===== src/tx_align_params.svh =====
`ifndef TX_ALIGN_PARAMS_SVH
`define TX_ALIGN_PARAMS_SVH
`define CLK_PERIOD_NS   10
`define CHAR_PERIOD_NS  160
`define CHAR_CYCLES     (`CHAR_PERIOD_NS / `CLK_PERIOD_NS)
`define RST_SAMPLES     2'h2
`define WSYNC_LEN       5'h10
`define BUF_DEPTH       4
`define LVL_CODE_LOW    2'h0
`define LVL_CODE_HIGH   2'h2
`define SPECIAL_CTRL    2'h1
`define WSYNC_CODE      8'hFF
`define VIOL_PREENC     10'h278
`define ADDR_CTRL       12'h000
`define ADDR_STATUS     12'h004
`define ADDR_INT_STAT   12'h008
`define ADDR_INT_MASK   12'h00C
`define CTRL_INIT_BIT   0
`define CTRL_OUTEN_BIT  1
`define CTRL_RESET      2'h2
`define IRQ_ERR_BIT     0
`define IRQ_RECNT_BIT   1
`define IRQ_INIT_BIT    2
`define IRQ_RESET       3'h0
`endif


===== src/tx_align_pkg.sv =====
`default_nettype none
package tx_align_pkg;
  typedef enum logic [1:0] {LVL_LOW, LVL_MID, LVL_HIGH} level_t;
  typedef enum logic [1:0] {ST_INIT, ST_FILL, ST_RUN, ST_ERROR} buf_state_t;
  typedef enum logic [1:0] {KIND_RAW, KIND_ENCODE, KIND_VIOLATION, KIND_COMMA} kind_t;
  typedef struct packed {
    logic       sc_sel;
    logic [1:0] ctrl;
    logic [7:0] data;
  } in_char_t;
  typedef struct packed {
    kind_t      kind;
    logic       sc_sel;
    logic [9:0] code;
  } out_char_t;
endpackage
`default_nettype wire


===== src/bit_sync2.sv =====
`timescale 1ns/10ps
`default_nettype none
module bit_sync2 #(
  parameter int W = 1
) (
  input  wire logic         i_clk,
  input  wire logic         i_rst_b,
  input  wire logic [W-1:0] i_d,
  output logic      [W-1:0] o_q
);
  logic [W-1:0] meta_r;

  // First stage feeds only the second stage
  always_ff @(posedge i_clk or negedge i_rst_b) begin
    if (!i_rst_b) begin
      meta_r <= '0;
      o_q    <= '0;
    end else begin
      meta_r <= i_d;
      o_q    <= meta_r;
    end
  end
endmodule // bit_sync2
`default_nettype wire


===== src/phase_buf.sv =====
`timescale 1ns/10ps
`default_nettype none
module phase_buf #(
  parameter int W     = 11,
  parameter int DEPTH = 4,
  localparam int AW   = $clog2(DEPTH)
) (
  input  wire logic         i_clk,
  input  wire logic         i_rst_b,
  input  wire logic         i_flush,
  input  wire logic         i_wr,
  input  wire logic [W-1:0] i_wdata,
  input  wire logic         i_rd,
  output logic      [W-1:0] o_rdata,
  output logic      [AW:0]  o_fill,
  output logic              o_ovf,
  output logic              o_unf
);
  localparam logic [AW:0] DEPTH_W = (AW+1)'(DEPTH);
  logic [W-1:0]  mem_r [DEPTH];
  logic [W-1:0]  mem_nxt [DEPTH];
  logic [AW:0]   wp_r, wp_nxt, rp_r, rp_nxt;
  logic [W-1:0]  rdata_r, rdata_nxt;
  logic          do_wr, do_rd;

  // Full and empty drive the slip flags; a flush hides them
  assign o_fill  = wp_r - rp_r;
  assign do_wr   = i_wr && (o_fill != DEPTH_W);
  assign do_rd   = i_rd && (o_fill != '0);
  assign o_ovf   = i_wr && !do_wr && !i_flush;
  assign o_unf   = i_rd && !do_rd && !i_flush;
  assign o_rdata = rdata_r;

  // Pointer and storage next values
  always_comb begin
    mem_nxt   = mem_r;
    wp_nxt    = wp_r;
    rp_nxt    = rp_r;
    rdata_nxt = rdata_r;
    if (i_flush) begin
      wp_nxt = '0;
      rp_nxt = '0;
    end else begin
      if (do_wr) begin
        mem_nxt[wp_r[AW-1:0]] = i_wdata;
        wp_nxt = wp_r + 1'b1;
      end
      if (do_rd) begin
        rdata_nxt = mem_r[rp_r[AW-1:0]];
        rp_nxt    = rp_r + 1'b1;
      end
    end
  end

  always_ff @(posedge i_clk or negedge i_rst_b) begin
    if (!i_rst_b) begin
      for (int i = 0; i < DEPTH; i++) begin
        mem_r[i] <= '0;
      end
      wp_r    <= '0;
      rp_r    <= '0;
      rdata_r <= '0;
    end else begin
      mem_r   <= mem_nxt;
      wp_r    <= wp_nxt;
      rp_r    <= rp_nxt;
      rdata_r <= rdata_nxt;
    end
  end
endmodule // phase_buf
`default_nettype wire


===== src/tx_input_phase_align.sv =====
`timescale 1ns/10ps
`default_nettype none
`include "tx_align_params.svh"
module tx_input_phase_align #(
  parameter int DEPTH    = `BUF_DEPTH,
  parameter int CHAR_CYC = `CHAR_CYCLES
) (
  input  wire logic                   I_CLOCK,
  input  wire logic                   I_RST_B,
  input  wire logic                   I_PSEL,
  input  wire logic                   I_PENABLE,
  input  wire logic                   I_PWRITE,
  input  wire logic [11:0]            I_PADDR,
  input  wire logic [31:0]            I_PWDATA,
  output logic      [31:0]            O_PRDATA,
  output logic                        O_PREADY,
  output logic                        O_PSLVERR,
  input  wire logic                   I_INPUT_CLK,
  input  wire logic [7:0]             I_TX_DATA,
  input  wire logic [1:0]             I_TX_CONTROL_BITS,
  input  wire logic                   I_SPECIAL_CHAR_SELECT,
  input  wire logic [3:0]             I_TX_MODE_SELECT,
  input  wire logic [1:0]             I_INPUT_CLOCK_SELECT,
  input  wire logic                   I_INPUT_RATE_SELECT,
  input  wire logic                   I_TRANSMIT_RESET_IN,
  output tx_align_pkg::out_char_t     O_CHAR,
  output logic                        O_CHAR_VALID,
  output logic                        O_TRANSMIT_ERROR_OUT,
  output logic      [3:0]             O_TX_MODE,
  output logic                        O_IRQ
);
  localparam int AW = $clog2(DEPTH);
  localparam logic [AW:0] CENTER = (AW+1)'(DEPTH / 2);

  // Three level pin code: open reads as mid
  function automatic tx_align_pkg::level_t lvl_decode(input logic [1:0] c);
    if (c == `LVL_CODE_LOW) begin
      return tx_align_pkg::LVL_LOW;
    end else if (c == `LVL_CODE_HIGH) begin
      return tx_align_pkg::LVL_HIGH;
    end
    return tx_align_pkg::LVL_MID;
  endfunction

  function automatic logic hit(input logic [11:0] a, input logic [11:0] off);
    return a == off;
  endfunction

  logic [19:0]              s_vec;
  logic                     s_inclk, s_rst, s_rate, s_scs;
  logic [1:0]               s_ctrl, s_cksel;
  logic [7:0]               s_data;
  logic [3:0]               s_mode;
  tx_align_pkg::level_t     mode_up, mode_lo;
  logic                     bypass, enc_en, sc_en, tick, rise, fall, cap;
  logic [7:0]               tick_cnt_r, tick_cnt_nxt;
  logic                     inclk_d_r, tick_d_r, rd_d_r, cap_d_r;
  tx_align_pkg::in_char_t   in_r, in_nxt, src, buf_rdata;
  logic [AW:0]              fill;
  logic                     ovf, unf, rd, wr, flush, out_go;
  logic                     init_cond, wsync_start, recenter;
  logic [1:0]               rst_cnt_r, rst_cnt_nxt;
  logic [4:0]               wsync_cnt_r, wsync_cnt_nxt;
  tx_align_pkg::buf_state_t state_r, state_nxt;
  logic                     err_out_r, err_out_nxt;
  tx_align_pkg::out_char_t  out_r, out_nxt;
  logic                     valid_r, valid_nxt;
  logic [3:0]               mode_r, mode_nxt;
  logic [1:0]               ctrl_r, ctrl_nxt;
  logic [2:0]               istat_r, istat_nxt, imask_r, imask_nxt, ev;
  logic [31:0]              prdata_r, prdata_nxt;
  logic                     setup, wr_acc, mapped;

  // Every pin from the host side passes two flops
  bit_sync2 #(.W(20)) u_pin_sync (
    .i_clk   (I_CLOCK),
    .i_rst_b (I_RST_B),
    .i_d     ({I_INPUT_CLK, I_TRANSMIT_RESET_IN, I_INPUT_RATE_SELECT, I_INPUT_CLOCK_SELECT,
               I_TX_MODE_SELECT, I_SPECIAL_CHAR_SELECT, I_TX_CONTROL_BITS, I_TX_DATA}),
    .o_q     (s_vec)
  );
  assign {s_inclk, s_rst, s_rate, s_cksel, s_mode, s_scs, s_ctrl, s_data} = s_vec;

  // Mode decode
  assign mode_up = lvl_decode(s_mode[3:2]);
  assign mode_lo = lvl_decode(s_mode[1:0]);
  assign enc_en  = (mode_up != tx_align_pkg::LVL_LOW);
  assign sc_en   = (mode_lo != tx_align_pkg::LVL_HIGH);
  assign bypass  = (lvl_decode(s_cksel) == tx_align_pkg::LVL_LOW) && !s_rate;

  // Character tick from the reference clock; input clock edges from samples
  assign tick = (tick_cnt_r == 8'(CHAR_CYC - 1));
  assign rise = s_inclk && !inclk_d_r;
  assign fall = !s_inclk && inclk_d_r;
  assign cap  = bypass ? tick : (s_rate ? (rise || fall) : rise);

  always_comb begin
    tick_cnt_nxt = tick ? 8'h00 : tick_cnt_r + 8'h01;
  end

  always_ff @(posedge I_CLOCK or negedge I_RST_B) begin
    if (!I_RST_B) begin
      tick_cnt_r <= 8'h00;
      inclk_d_r  <= 1'b0;
      tick_d_r   <= 1'b0;
      rd_d_r     <= 1'b0;
      cap_d_r    <= 1'b0;
    end else begin
      tick_cnt_r <= tick_cnt_nxt;
      inclk_d_r  <= s_inclk;
      tick_d_r   <= tick;
      rd_d_r     <= rd;
      cap_d_r    <= cap;
    end
  end

  // Input register; select is kept only where the mode reads it
  always_comb begin
    in_nxt = in_r;
    if (cap) begin
      in_nxt.data   = s_data;
      in_nxt.ctrl   = s_ctrl;
      in_nxt.sc_sel = s_scs && sc_en;
    end
  end

  always_ff @(posedge I_CLOCK or negedge I_RST_B) begin
    if (!I_RST_B) begin
      in_r <= '0;
    end else begin
      in_r <= in_nxt;
    end
  end

  // Buffer traffic; the centre depth leaves slack well over half a character
  assign wr    = cap_d_r && !bypass;
  assign rd    = tick && !bypass && ((state_r == tx_align_pkg::ST_RUN) ||
                 (state_r == tx_align_pkg::ST_ERROR));
  assign flush = init_cond || recenter;

  phase_buf #(.W(11), .DEPTH(DEPTH)) u_buf (
    .i_clk   (I_CLOCK),
    .i_rst_b (I_RST_B),
    .i_flush (flush),
    .i_wr    (wr),
    .i_wdata (in_r),
    .i_rd    (rd),
    .o_rdata (buf_rdata),
    .o_fill  (fill),
    .o_ovf   (ovf),
    .o_unf   (unf)
  );

  assign src         = bypass ? in_r : buf_rdata;
  assign out_go      = tick_d_r && (bypass || rd_d_r || (wsync_cnt_r != 5'h00));
  assign wsync_start = out_go && enc_en && (wsync_cnt_r == 5'h00) &&
                       (src.ctrl == `SPECIAL_CTRL) && (src.data == `WSYNC_CODE);
  assign recenter    = wsync_start && (mode_up == tx_align_pkg::LVL_MID) &&
                       (state_r == tx_align_pkg::ST_ERROR);
  assign init_cond   = (rst_cnt_r == `RST_SAMPLES) || ctrl_r[`CTRL_INIT_BIT];

  // Control state: init wins, then slip, then recentre
  always_comb begin
    rst_cnt_nxt = s_rst ? 2'h0 : ((rst_cnt_r == `RST_SAMPLES) ? rst_cnt_r : rst_cnt_r + 2'h1);
    wsync_cnt_nxt = wsync_cnt_r;
    if (wsync_start) begin
      wsync_cnt_nxt = `WSYNC_LEN - 5'h01;
    end else if (out_go && (wsync_cnt_r != 5'h00)) begin
      wsync_cnt_nxt = wsync_cnt_r - 5'h01;
    end
    state_nxt = state_r;
    unique case (state_r)
      tx_align_pkg::ST_INIT: begin
        state_nxt = tx_align_pkg::ST_FILL;
      end
      tx_align_pkg::ST_FILL: begin
        if (fill >= CENTER) begin
          state_nxt = tx_align_pkg::ST_RUN;
        end
      end
      tx_align_pkg::ST_RUN: begin
        if (ovf || unf) begin
          state_nxt = tx_align_pkg::ST_ERROR;
        end
      end
      tx_align_pkg::ST_ERROR: begin
        if (recenter) begin
          state_nxt = tx_align_pkg::ST_FILL;
        end
      end
    endcase
    if (init_cond) begin
      state_nxt = tx_align_pkg::ST_INIT;
    end
    err_out_nxt = (state_r == tx_align_pkg::ST_ERROR) && !bypass;
  end

  always_ff @(posedge I_CLOCK or negedge I_RST_B) begin
    if (!I_RST_B) begin
      rst_cnt_r   <= 2'h0;
      wsync_cnt_r <= 5'h00;
      state_r     <= tx_align_pkg::ST_INIT;
      err_out_r   <= 1'b0;
    end else begin
      rst_cnt_r   <= rst_cnt_nxt;
      wsync_cnt_r <= wsync_cnt_nxt;
      state_r     <= state_nxt;
      err_out_r   <= err_out_nxt;
    end
  end

  // Output character; commas of a running sync beat the violation fill
  always_comb begin
    out_nxt   = out_r;
    valid_nxt = out_go && ctrl_r[`CTRL_OUTEN_BIT];
    mode_nxt  = {2'h0, mode_up} * 4'h3 + {2'h0, mode_lo};
    if (out_go) begin
      out_nxt.sc_sel = 1'b0;
      out_nxt.code   = {src.ctrl, src.data};
      if (wsync_start || (wsync_cnt_r != 5'h00)) begin
        out_nxt.kind = tx_align_pkg::KIND_COMMA;
        out_nxt.code = 10'h000;
      end else if (state_r == tx_align_pkg::ST_ERROR && !bypass) begin
        out_nxt.kind = tx_align_pkg::KIND_VIOLATION;
        out_nxt.code = enc_en ? 10'h000 : `VIOL_PREENC;
      end else if (!enc_en) begin
        out_nxt.kind = tx_align_pkg::KIND_RAW;
      end else begin
        out_nxt.kind   = tx_align_pkg::KIND_ENCODE;
        out_nxt.sc_sel = src.sc_sel;
      end
    end
  end

  always_ff @(posedge I_CLOCK or negedge I_RST_B) begin
    if (!I_RST_B) begin
      out_r   <= '0;
      valid_r <= 1'b0;
      mode_r  <= 4'h0;
    end else begin
      out_r   <= out_nxt;
      valid_r <= valid_nxt;
      mode_r  <= mode_nxt;
    end
  end

  // APB slave with zero wait states; read data is staged in the setup cycle
  assign setup  = I_PSEL && !I_PENABLE;
  assign wr_acc = I_PSEL && I_PENABLE && I_PWRITE;
  assign mapped = hit(I_PADDR, `ADDR_CTRL) || hit(I_PADDR, `ADDR_STATUS) ||
                  hit(I_PADDR, `ADDR_INT_STAT) || hit(I_PADDR, `ADDR_INT_MASK);
  assign ev[`IRQ_ERR_BIT]   = (state_r == tx_align_pkg::ST_RUN) &&
                              (state_nxt == tx_align_pkg::ST_ERROR);
  assign ev[`IRQ_RECNT_BIT] = recenter;
  assign ev[`IRQ_INIT_BIT]  = (state_r == tx_align_pkg::ST_INIT) &&
                              (state_nxt == tx_align_pkg::ST_FILL);

  // Sticky status: a new event beats a write-one clear in the same cycle
  always_comb begin
    ctrl_nxt   = ctrl_r;
    imask_nxt  = imask_r;
    istat_nxt  = istat_r | ev;
    prdata_nxt = prdata_r;
    if (wr_acc && hit(I_PADDR, `ADDR_CTRL)) begin
      ctrl_nxt = I_PWDATA[1:0];
    end
    if (wr_acc && hit(I_PADDR, `ADDR_INT_MASK)) begin
      imask_nxt = I_PWDATA[2:0];
    end
    if (wr_acc && hit(I_PADDR, `ADDR_INT_STAT)) begin
      istat_nxt = (istat_r & ~I_PWDATA[2:0]) | ev;
    end
    if (setup) begin
      prdata_nxt = 32'h0000_0000;
      if (hit(I_PADDR, `ADDR_CTRL)) begin
        prdata_nxt = {30'h0, ctrl_r};
      end
      if (hit(I_PADDR, `ADDR_STATUS)) begin
        prdata_nxt = 32'({wsync_cnt_r != 5'h00, bypass, state_r, fill});
      end
      if (hit(I_PADDR, `ADDR_INT_STAT)) begin
        prdata_nxt = {29'h0, istat_r};
      end
      if (hit(I_PADDR, `ADDR_INT_MASK)) begin
        prdata_nxt = {29'h0, imask_r};
      end
    end
  end

  always_ff @(posedge I_CLOCK or negedge I_RST_B) begin
    if (!I_RST_B) begin
      ctrl_r   <= `CTRL_RESET;
      imask_r  <= `IRQ_RESET;
      istat_r  <= `IRQ_RESET;
      prdata_r <= 32'h0000_0000;
    end else begin
      ctrl_r   <= ctrl_nxt;
      imask_r  <= imask_nxt;
      istat_r  <= istat_nxt;
      prdata_r <= prdata_nxt;
    end
  end

  assign O_PRDATA             = prdata_r;
  assign O_PREADY             = 1'b1;
  assign O_PSLVERR            = I_PSEL && I_PENABLE && !mapped;
  assign O_CHAR               = out_r;
  assign O_CHAR_VALID         = valid_r;
  assign O_TRANSMIT_ERROR_OUT = err_out_r;
  assign O_TX_MODE            = mode_r;
  assign O_IRQ                = |(istat_r & imask_r);
endmodule // tx_input_phase_align
`default_nettype wire


===== config.mk =====
export PLATFORM = sky130hd
export DESIGN_NAME = tx_input_phase_align
export DESIGN_NICKNAME = d
export VERILOG_FILES = /design/src/tx_align_pkg.sv /design/src/bit_sync2.sv /design/src/phase_buf.sv /design/src/tx_input_phase_align.sv
export VERILOG_INCLUDE_DIRS = /design/src
export SDC_FILE = /design/constraint.sdc
export NUM_CORES = 1
export LEC_CHECK = 0
export BUFFER_PORTS_ARGS = -buffer_cell sky130_fd_sc_hd__buf_4
export CAP_MARGIN = 20
export CORE_MARGIN = 1.5
export CORE_UTILIZATION = 56
export CTS_CLUSTER_DIAMETER = 60
export DETAILED_ROUTE_END_ITERATION = 10
export PLACE_DENSITY = 0.8
export SLEW_MARGIN = 25
export SYNTH_ARGS = -nofsm -noshare
export SYNTH_HDL_FRONTEND = slang
export SYNTH_SLANG_ARGS = --single-unit

===== constraint.sdc =====
create_clock -name I_CLOCK -period 4.2 [get_ports I_CLOCK]
set_clock_uncertainty 0.1 [all_clocks]
set_input_delay 0.63 -clock I_CLOCK [delete_from_list [all_inputs] [get_ports I_CLOCK]]
set_output_delay 0.63 -clock I_CLOCK [all_outputs]
set_load 0.02 [all_outputs]

Word level (Yosys, flattened, before mapping):

Cells that the tools add are included.

* flip-flop bits (word level): 192
* input bits: 69
* output and inout bits: 54
* word-level logic and storage cells: 190

* add/sub/neg operators: 7
* multiply operators: 1
* magnitude comparators: 4
* eq/ne operators: 19
* muxes and demuxes: 52
* bitwise logic cells: 8
* reduce and logical (&&, ||, !) cells: 69

Operator list (count)
* 2-to-1 mux 32 bit: 3
* bitwise mux 44 bit: 1
* 2-to-1 mux 11 bit: 4
* 2-to-1 mux 2 bit: 18
* logical AND 1 bit: 33
* 2-to-1 mux 10 bit: 3
* == test 12 x 4 -> 1 bit (second input constant): 2
* binary-select mux 11 bit (select 2 bit): 1
* demux 11 bit (select 2 bit): 1
* 2-to-1 mux 3 bit: 5
* == test 2 bit (second input constant): 7
* == test 12 x 3 -> 1 bit (second input constant): 1
* zero test 12 bit: 1
* 2-to-1 mux 1 bit: 12
* logical OR 1 bit: 11
* zero test 2 bit: 5
* 2-to-1 mux 5 bit: 2
* zero test 1 bit: 9
* adder 8 x 1 -> 8 bit (second input constant): 1
* == test 2 x 1 -> 1 bit (second input constant): 4
* == test 8 x 4 -> 1 bit (second input constant): 1
* == test 8 bit (second input constant): 1
* 2-to-1 mux 8 bit: 1
* one-hot mux 2 bit (4 select lines): 1
* 23 further kinds: 32

Logic depth before layout (Yosys ltp):

* word-level depth: 26
* depth in mapped cells: 9
* gate-level depth less buffers: 8

Hierarchy:

A second synthesis with hierarchy kept.

* cells, all modules: 551
* area total of the unflattened synthesis: 7561.0 sq um

Modules (own cells, without submodules)
* tx_input_phase_align: instances 1, cells each 323, area an instance 3440.8 sq um, seq. area each 1652.8 sq um
* phase_buf: instances 1, cells each 188, area an instance 3119.2 sq um, seq. area each 1526.5 sq um
* bit_sync2: instances 1, cells each 40, area an instance 1001.0 sq um, seq. area each 1001.0 sq um

Least setup slack after synthesis:

OpenSTA, ideal clock, no wires.

* path kind: register to register
* start: register u_buf.rp_r[1]
* end: register u_buf.rdata_r[0], in the netlist u_buf.o_rdata[0]
* library setup time: 125 ps
* arrival time: 2746 ps
* data required time: 3975 ps
* setup slack: 1229 ps
* cell stages (with the launch flop): 9
* buffers on the path: 2
* clock period less this slack: 2971 ps
* cells stage by stage: dfrtp_1 buf_1 inv_1 fa_1 xnor2_2 o211ai_4 or4b_4 buf_8 mux2_4

* longest elaborated chain between the ends: 4
* elaborated cells between the ends (all ways): 8
* those cells by class: 1 x add/sub; 3 x mux; 1 x bitwise; 3 x reduce/logical

Ends and longest elaborated chain
* start, declared: line phase_buf.sv:22 `logic [AW:0] wp_r, wp_nxt, rp_r, rp_nxt;`
* start signal, assigned: line phase_buf.sv:66 `rp_r <= rp_nxt;`
* subtractor 3 bit or inverter 2 -> 3 bit (tied branches): line phase_buf.sv:27, phase_buf.sv:49
* nonzero test 3 bit or binary-select mux 11 bit (select 2 bit) (tied branches): line phase_buf.sv:29, phase_buf.sv:49
* logical AND 1 bit or 2-to-1 mux 11 bit (tied branches): line phase_buf.sv:29, phase_buf.sv:49
* AND reduction 2 bit (no source line) or 2-to-1 mux 11 bit (tied branches)
* end signal, assigned: line phase_buf.sv:67 `rdata_r <= rdata_nxt;`
* end, declared: line phase_buf.sv:23 `logic [W-1:0] rdata_r, rdata_nxt;`

Parallel ways exist; a longest one is shown, timed or not. The select of a mux whose other input is x is not followed.
A chain may end at the register's enable or synchronous reset.

Worst setup path in the final report:

* start: register u_pin_sync.o_q[17]
* end: register u_buf.mem_r[9] in the netlist's numbering

* longest elaborated chain between the ends: 14
* elaborated cells between the ends (all ways): 20
* those cells by class: 2 x eq/ne; 1 x mux; 1 x bitwise; 16 x reduce/logical

Ends and longest elaborated chain
* start, declared: line bit_sync2.sv:9 `output logic [W-1:0] o_q`
* start signal, assigned: line bit_sync2.sv:20 `o_q <= meta_r;`
* zero test 1 bit (*): line tx_input_phase_align.sv:89 `assign bypass = (lvl_decode(s_cksel) == tx_align_pkg::LVL_LOW) && !s_rate;`
* logical AND 1 bit (*): line tx_input_phase_align.sv:89
* logical OR 1 bit (2 in a row): line tx_input_phase_align.sv:155 `assign out_go = tick_d_r && (bypass || rd_d_r || (wsync_cnt_r != 5'h00));`
* logical AND 1 bit: line tx_input_phase_align.sv:155
* logical AND 1 bit (4 in a row): line tx_input_phase_align.sv:156 `assign wsync_start = out_go && enc_en && (wsync_cnt_r == 5'h00) &&`
* logical AND 1 bit (2 in a row): line tx_input_phase_align.sv:158 `assign recenter = wsync_start && (mode_up == tx_align_pkg::LVL_MID) &&`
* logical OR 1 bit: line tx_input_phase_align.sv:139 `assign flush = init_cond || recenter;`
* inverter 1 bit (no source line)
* AND reduction 2 bit (no source line) (*)
* end signal, assigned: line phase_buf.sv:64 `mem_r <= mem_nxt;`
* end, declared: line phase_buf.sv:20 `logic [W-1:0] mem_r [DEPTH];`

Mark *: on every way between the ends. The rest lies on a longest branch, timed or not.

==> summary.txt <==
Chip Width: 116 microns
Clock Latency Late Sink: 420 ps
largest net degree at the start of global routing: 110
Period minus WS final: 3330 ps
area share of the largest cell type after synthesis: 57.8%
crit end category: register
Worst Setup Start Kind: register
Post-Syn Instances: 544
setup violators final: 0
Area Overhead vs Synth: 17.3%
FMAX: 301 MHz
IO buf count: 67
Hold Crit Class: primary input to asynchronous set/reset pin
Buf/Inv on CP: 0
total gr overflow: 0
Max clock buf depth: 2
Synth area leaders: dfrtp_1, mux2_2, mux4_2
worst endpoint required time: 4400 ps
layout cells sized above 1: 31.6%
mapped cell area: 7180 sq um
TritonCTS clock tree: yes
pwr/cell area: 621 nW/um^2
Slowest-stage cell, CP: or3_1
Ys Warns: 0
clk sinks: 167
Post-CTS Setup Inserts: 0
DRT iter0 DRCs: 278
DPL Wire Length: 9360 microns
crit-path max cell delay: 650 ps
routability cong.: 0.851
sequential cell area fraction in the yosys report: 58.2%
Vias/cell: 5.59
critical path class: register to register
CTS clk-pin slew, worst paths: 60 ps
Root Buffer: clkbuf_16
htree depth: 4
Seq cells post-synth: 167
CTS Hold Bufs: 0
Filler cells: 893
Starting Density: 57.2%
vias in the first global route: 4666
first-pass GRT wire length: 23100 microns
Mean Syn Cell Area: 13.2 sq um
cell with the most instances after synthesis: dfrtp_1
total number of vias: 4493
Final ANT Viol Nets: 0
leak pwr: 3.94 nW
max_slew headroom: 44.2%
PostCTS Resize Cnt: 0
WL per Instance: 17.3 microns
Post-route DRC: 0
# IOs: 123
crit-path max FO: 14
delay-heaviest family, CP: simple AND/OR/NAND/NOR gates
max-cap check violation count: 0
Slew Limit Fails: 0
Post-synth top cells: dfrtp_1, mux2_2, nand2_1
Die Ht: 116 microns
CP Cell Sequence: or3_1, nor3_1, o2111ai_2, nand3_1, mux2_2
die area: 13500 sq um
core area: 12600 sq um
top_reg_cell synth: dfrtp_1
Final Hold Fails: 0
gr usage total: 22.7%
initial antenna violation count: 0
worst slew pin tran: 838 ps
worst IR drop on VDD: 0.420 mV
nets: 704
post-synth top area cell: dfrtp_1
status: complete, no violations
final period utilization: 79.2%
overall routed net length: 13900 microns
Distinct cells, synth: 56
number of synthesized flops with an enable pin: 0
Antenna diodes: 0
setup_tns: 0 ps
WHS: 194 ps
CTS buffer count: 17
crit path DAT: 3530 ps
RSZ-0062 raised after global routing: false
ys async rst share: 100%
row count: 41
DR pass1 iterations: 4
[final timing paths]
kind	start	endpoint	slack [ps]	cells after the start
max in group asynchronous	I_RST_B	ctrl_r[1]	2900	2
min in group I_CLOCK	I_TX_MODE_SELECT[2]	u_pin_sync.meta_r[13]	220	1
hold / removal	I_RST_B	O_TX_MODE[1]	190	1
setup / recovery	u_pin_sync.o_q[17]	u_buf.mem_r[9]	870	5
setup reg to reg	u_pin_sync.o_q[17]	u_buf.mem_r[9]	870	5
hold reg to reg	u_pin_sync.meta_r[19]	u_pin_sync.o_q[19]	250	0
[power breakdown]
part | switching, mW | total [mW] | leakage, nW | internal, mW
Clock | 0.606 | 1.63 | 0.310 | 1.03
Sequential | 0.277 | 2.28 | 2.06 | 2.01
Combinational | 0.617 | 1.31 | 1.57 | 0.695
Total | 1.50 | 5.23 | 3.94 | 3.73
[layer usage]
metal	GRT usage (%)	share of wire, %	up-vias
met2	37.8	51	162
li1	-	-	2022
met5	0	0	-
met3	6.23	5.6	25
met1	28.3	42	2284
met4	9.11	2.0	0
[state kept, by name, indices dropped and copies added (netlist names), 4 cells and up]
signal	cells
u_buf.mem_r	44
u_pin_sync.meta_r	20
u_pin_sync.o_q	20
O_CHAR	13
in_r	11
u_buf.o_rdata	11
tick_cnt_r	8
O_PRDATA	7
wsync_cnt_r	5
O_TX_MODE	4
[worst register-to-register path, stage by stage, from the launching register on]
cell and delay [ps]:
dfrtp_1 410, or3_1 650, nor3_1 620, o2111ai_2 370
nand3_1 650, mux2_2 420
[logic make-up after synthesis]
logic type / synth area share [%]
DFF: 58.2
other: 0.105
xor gates and xnor gates: 1.57
and+or+nand+nor: 8.83
AOI/OAI and AO/OA: 6.18
buffers and inverters: 5.19
adders and majority gates: 3.00
muxes: 16.9
[layout make-up]
cell class,count,area [sq um],share of cell area (%)
Timing Repair Buffer,76,589,7.00
Multi-Input combinational cell,335,2730,32.4
Clock buffer,20,457,5.42
Sequential cell,167,4180,49.6
Clock inverter,12,174,2.06
Inverter,22,82.6,0.980
Tap cell,172,215,2.55
[layout by cell type (no fill, tap or decap), types with 3 or more instances in the layout]
master     instances
mux2i_1           12
buf_4             74
mux2_4            10
xnor2_1            3
a21oi_1            7
xor2_1             8
clkbuf_16         17
nor3_1             6
mux2_2            60
o31ai_1            8
or3_1              7
nand4_1            8
ha_1              14
conb_1            26
nand3_1           11
nand2_1           36
clkbuf_8           3
a31oi_1            5
o21ai_0           27
nand2b_1           4
bufinv_16          4
nor2b_1            3
or4_1              4
inv_1             22
clkinv_2           4
mux4_2            12
dfrtp_1          166
and2_1             3
nor2_1            24
[per-stage QoR]
step | power, mW | cells | util [%] | cell area, sq um | worst slack, ps
final | 5.23 | 804 | 67.0 | 8420 | 874
after global routing | 5.49 | 804 | 67.0 | 8420 | 675
after CTS | 5.26 | 804 | 67.0 | 8420 | 924
after detailed placement | 3.62 | 772 | 62.0 | 7790 | 962
after global placement | 3.52 | 772 | 62.0 | 7790 | 1100
after floorplan | 3.18 | 568 | - | 7270 | 1230
Note: power is estimated with default switching activity, not from simulation.
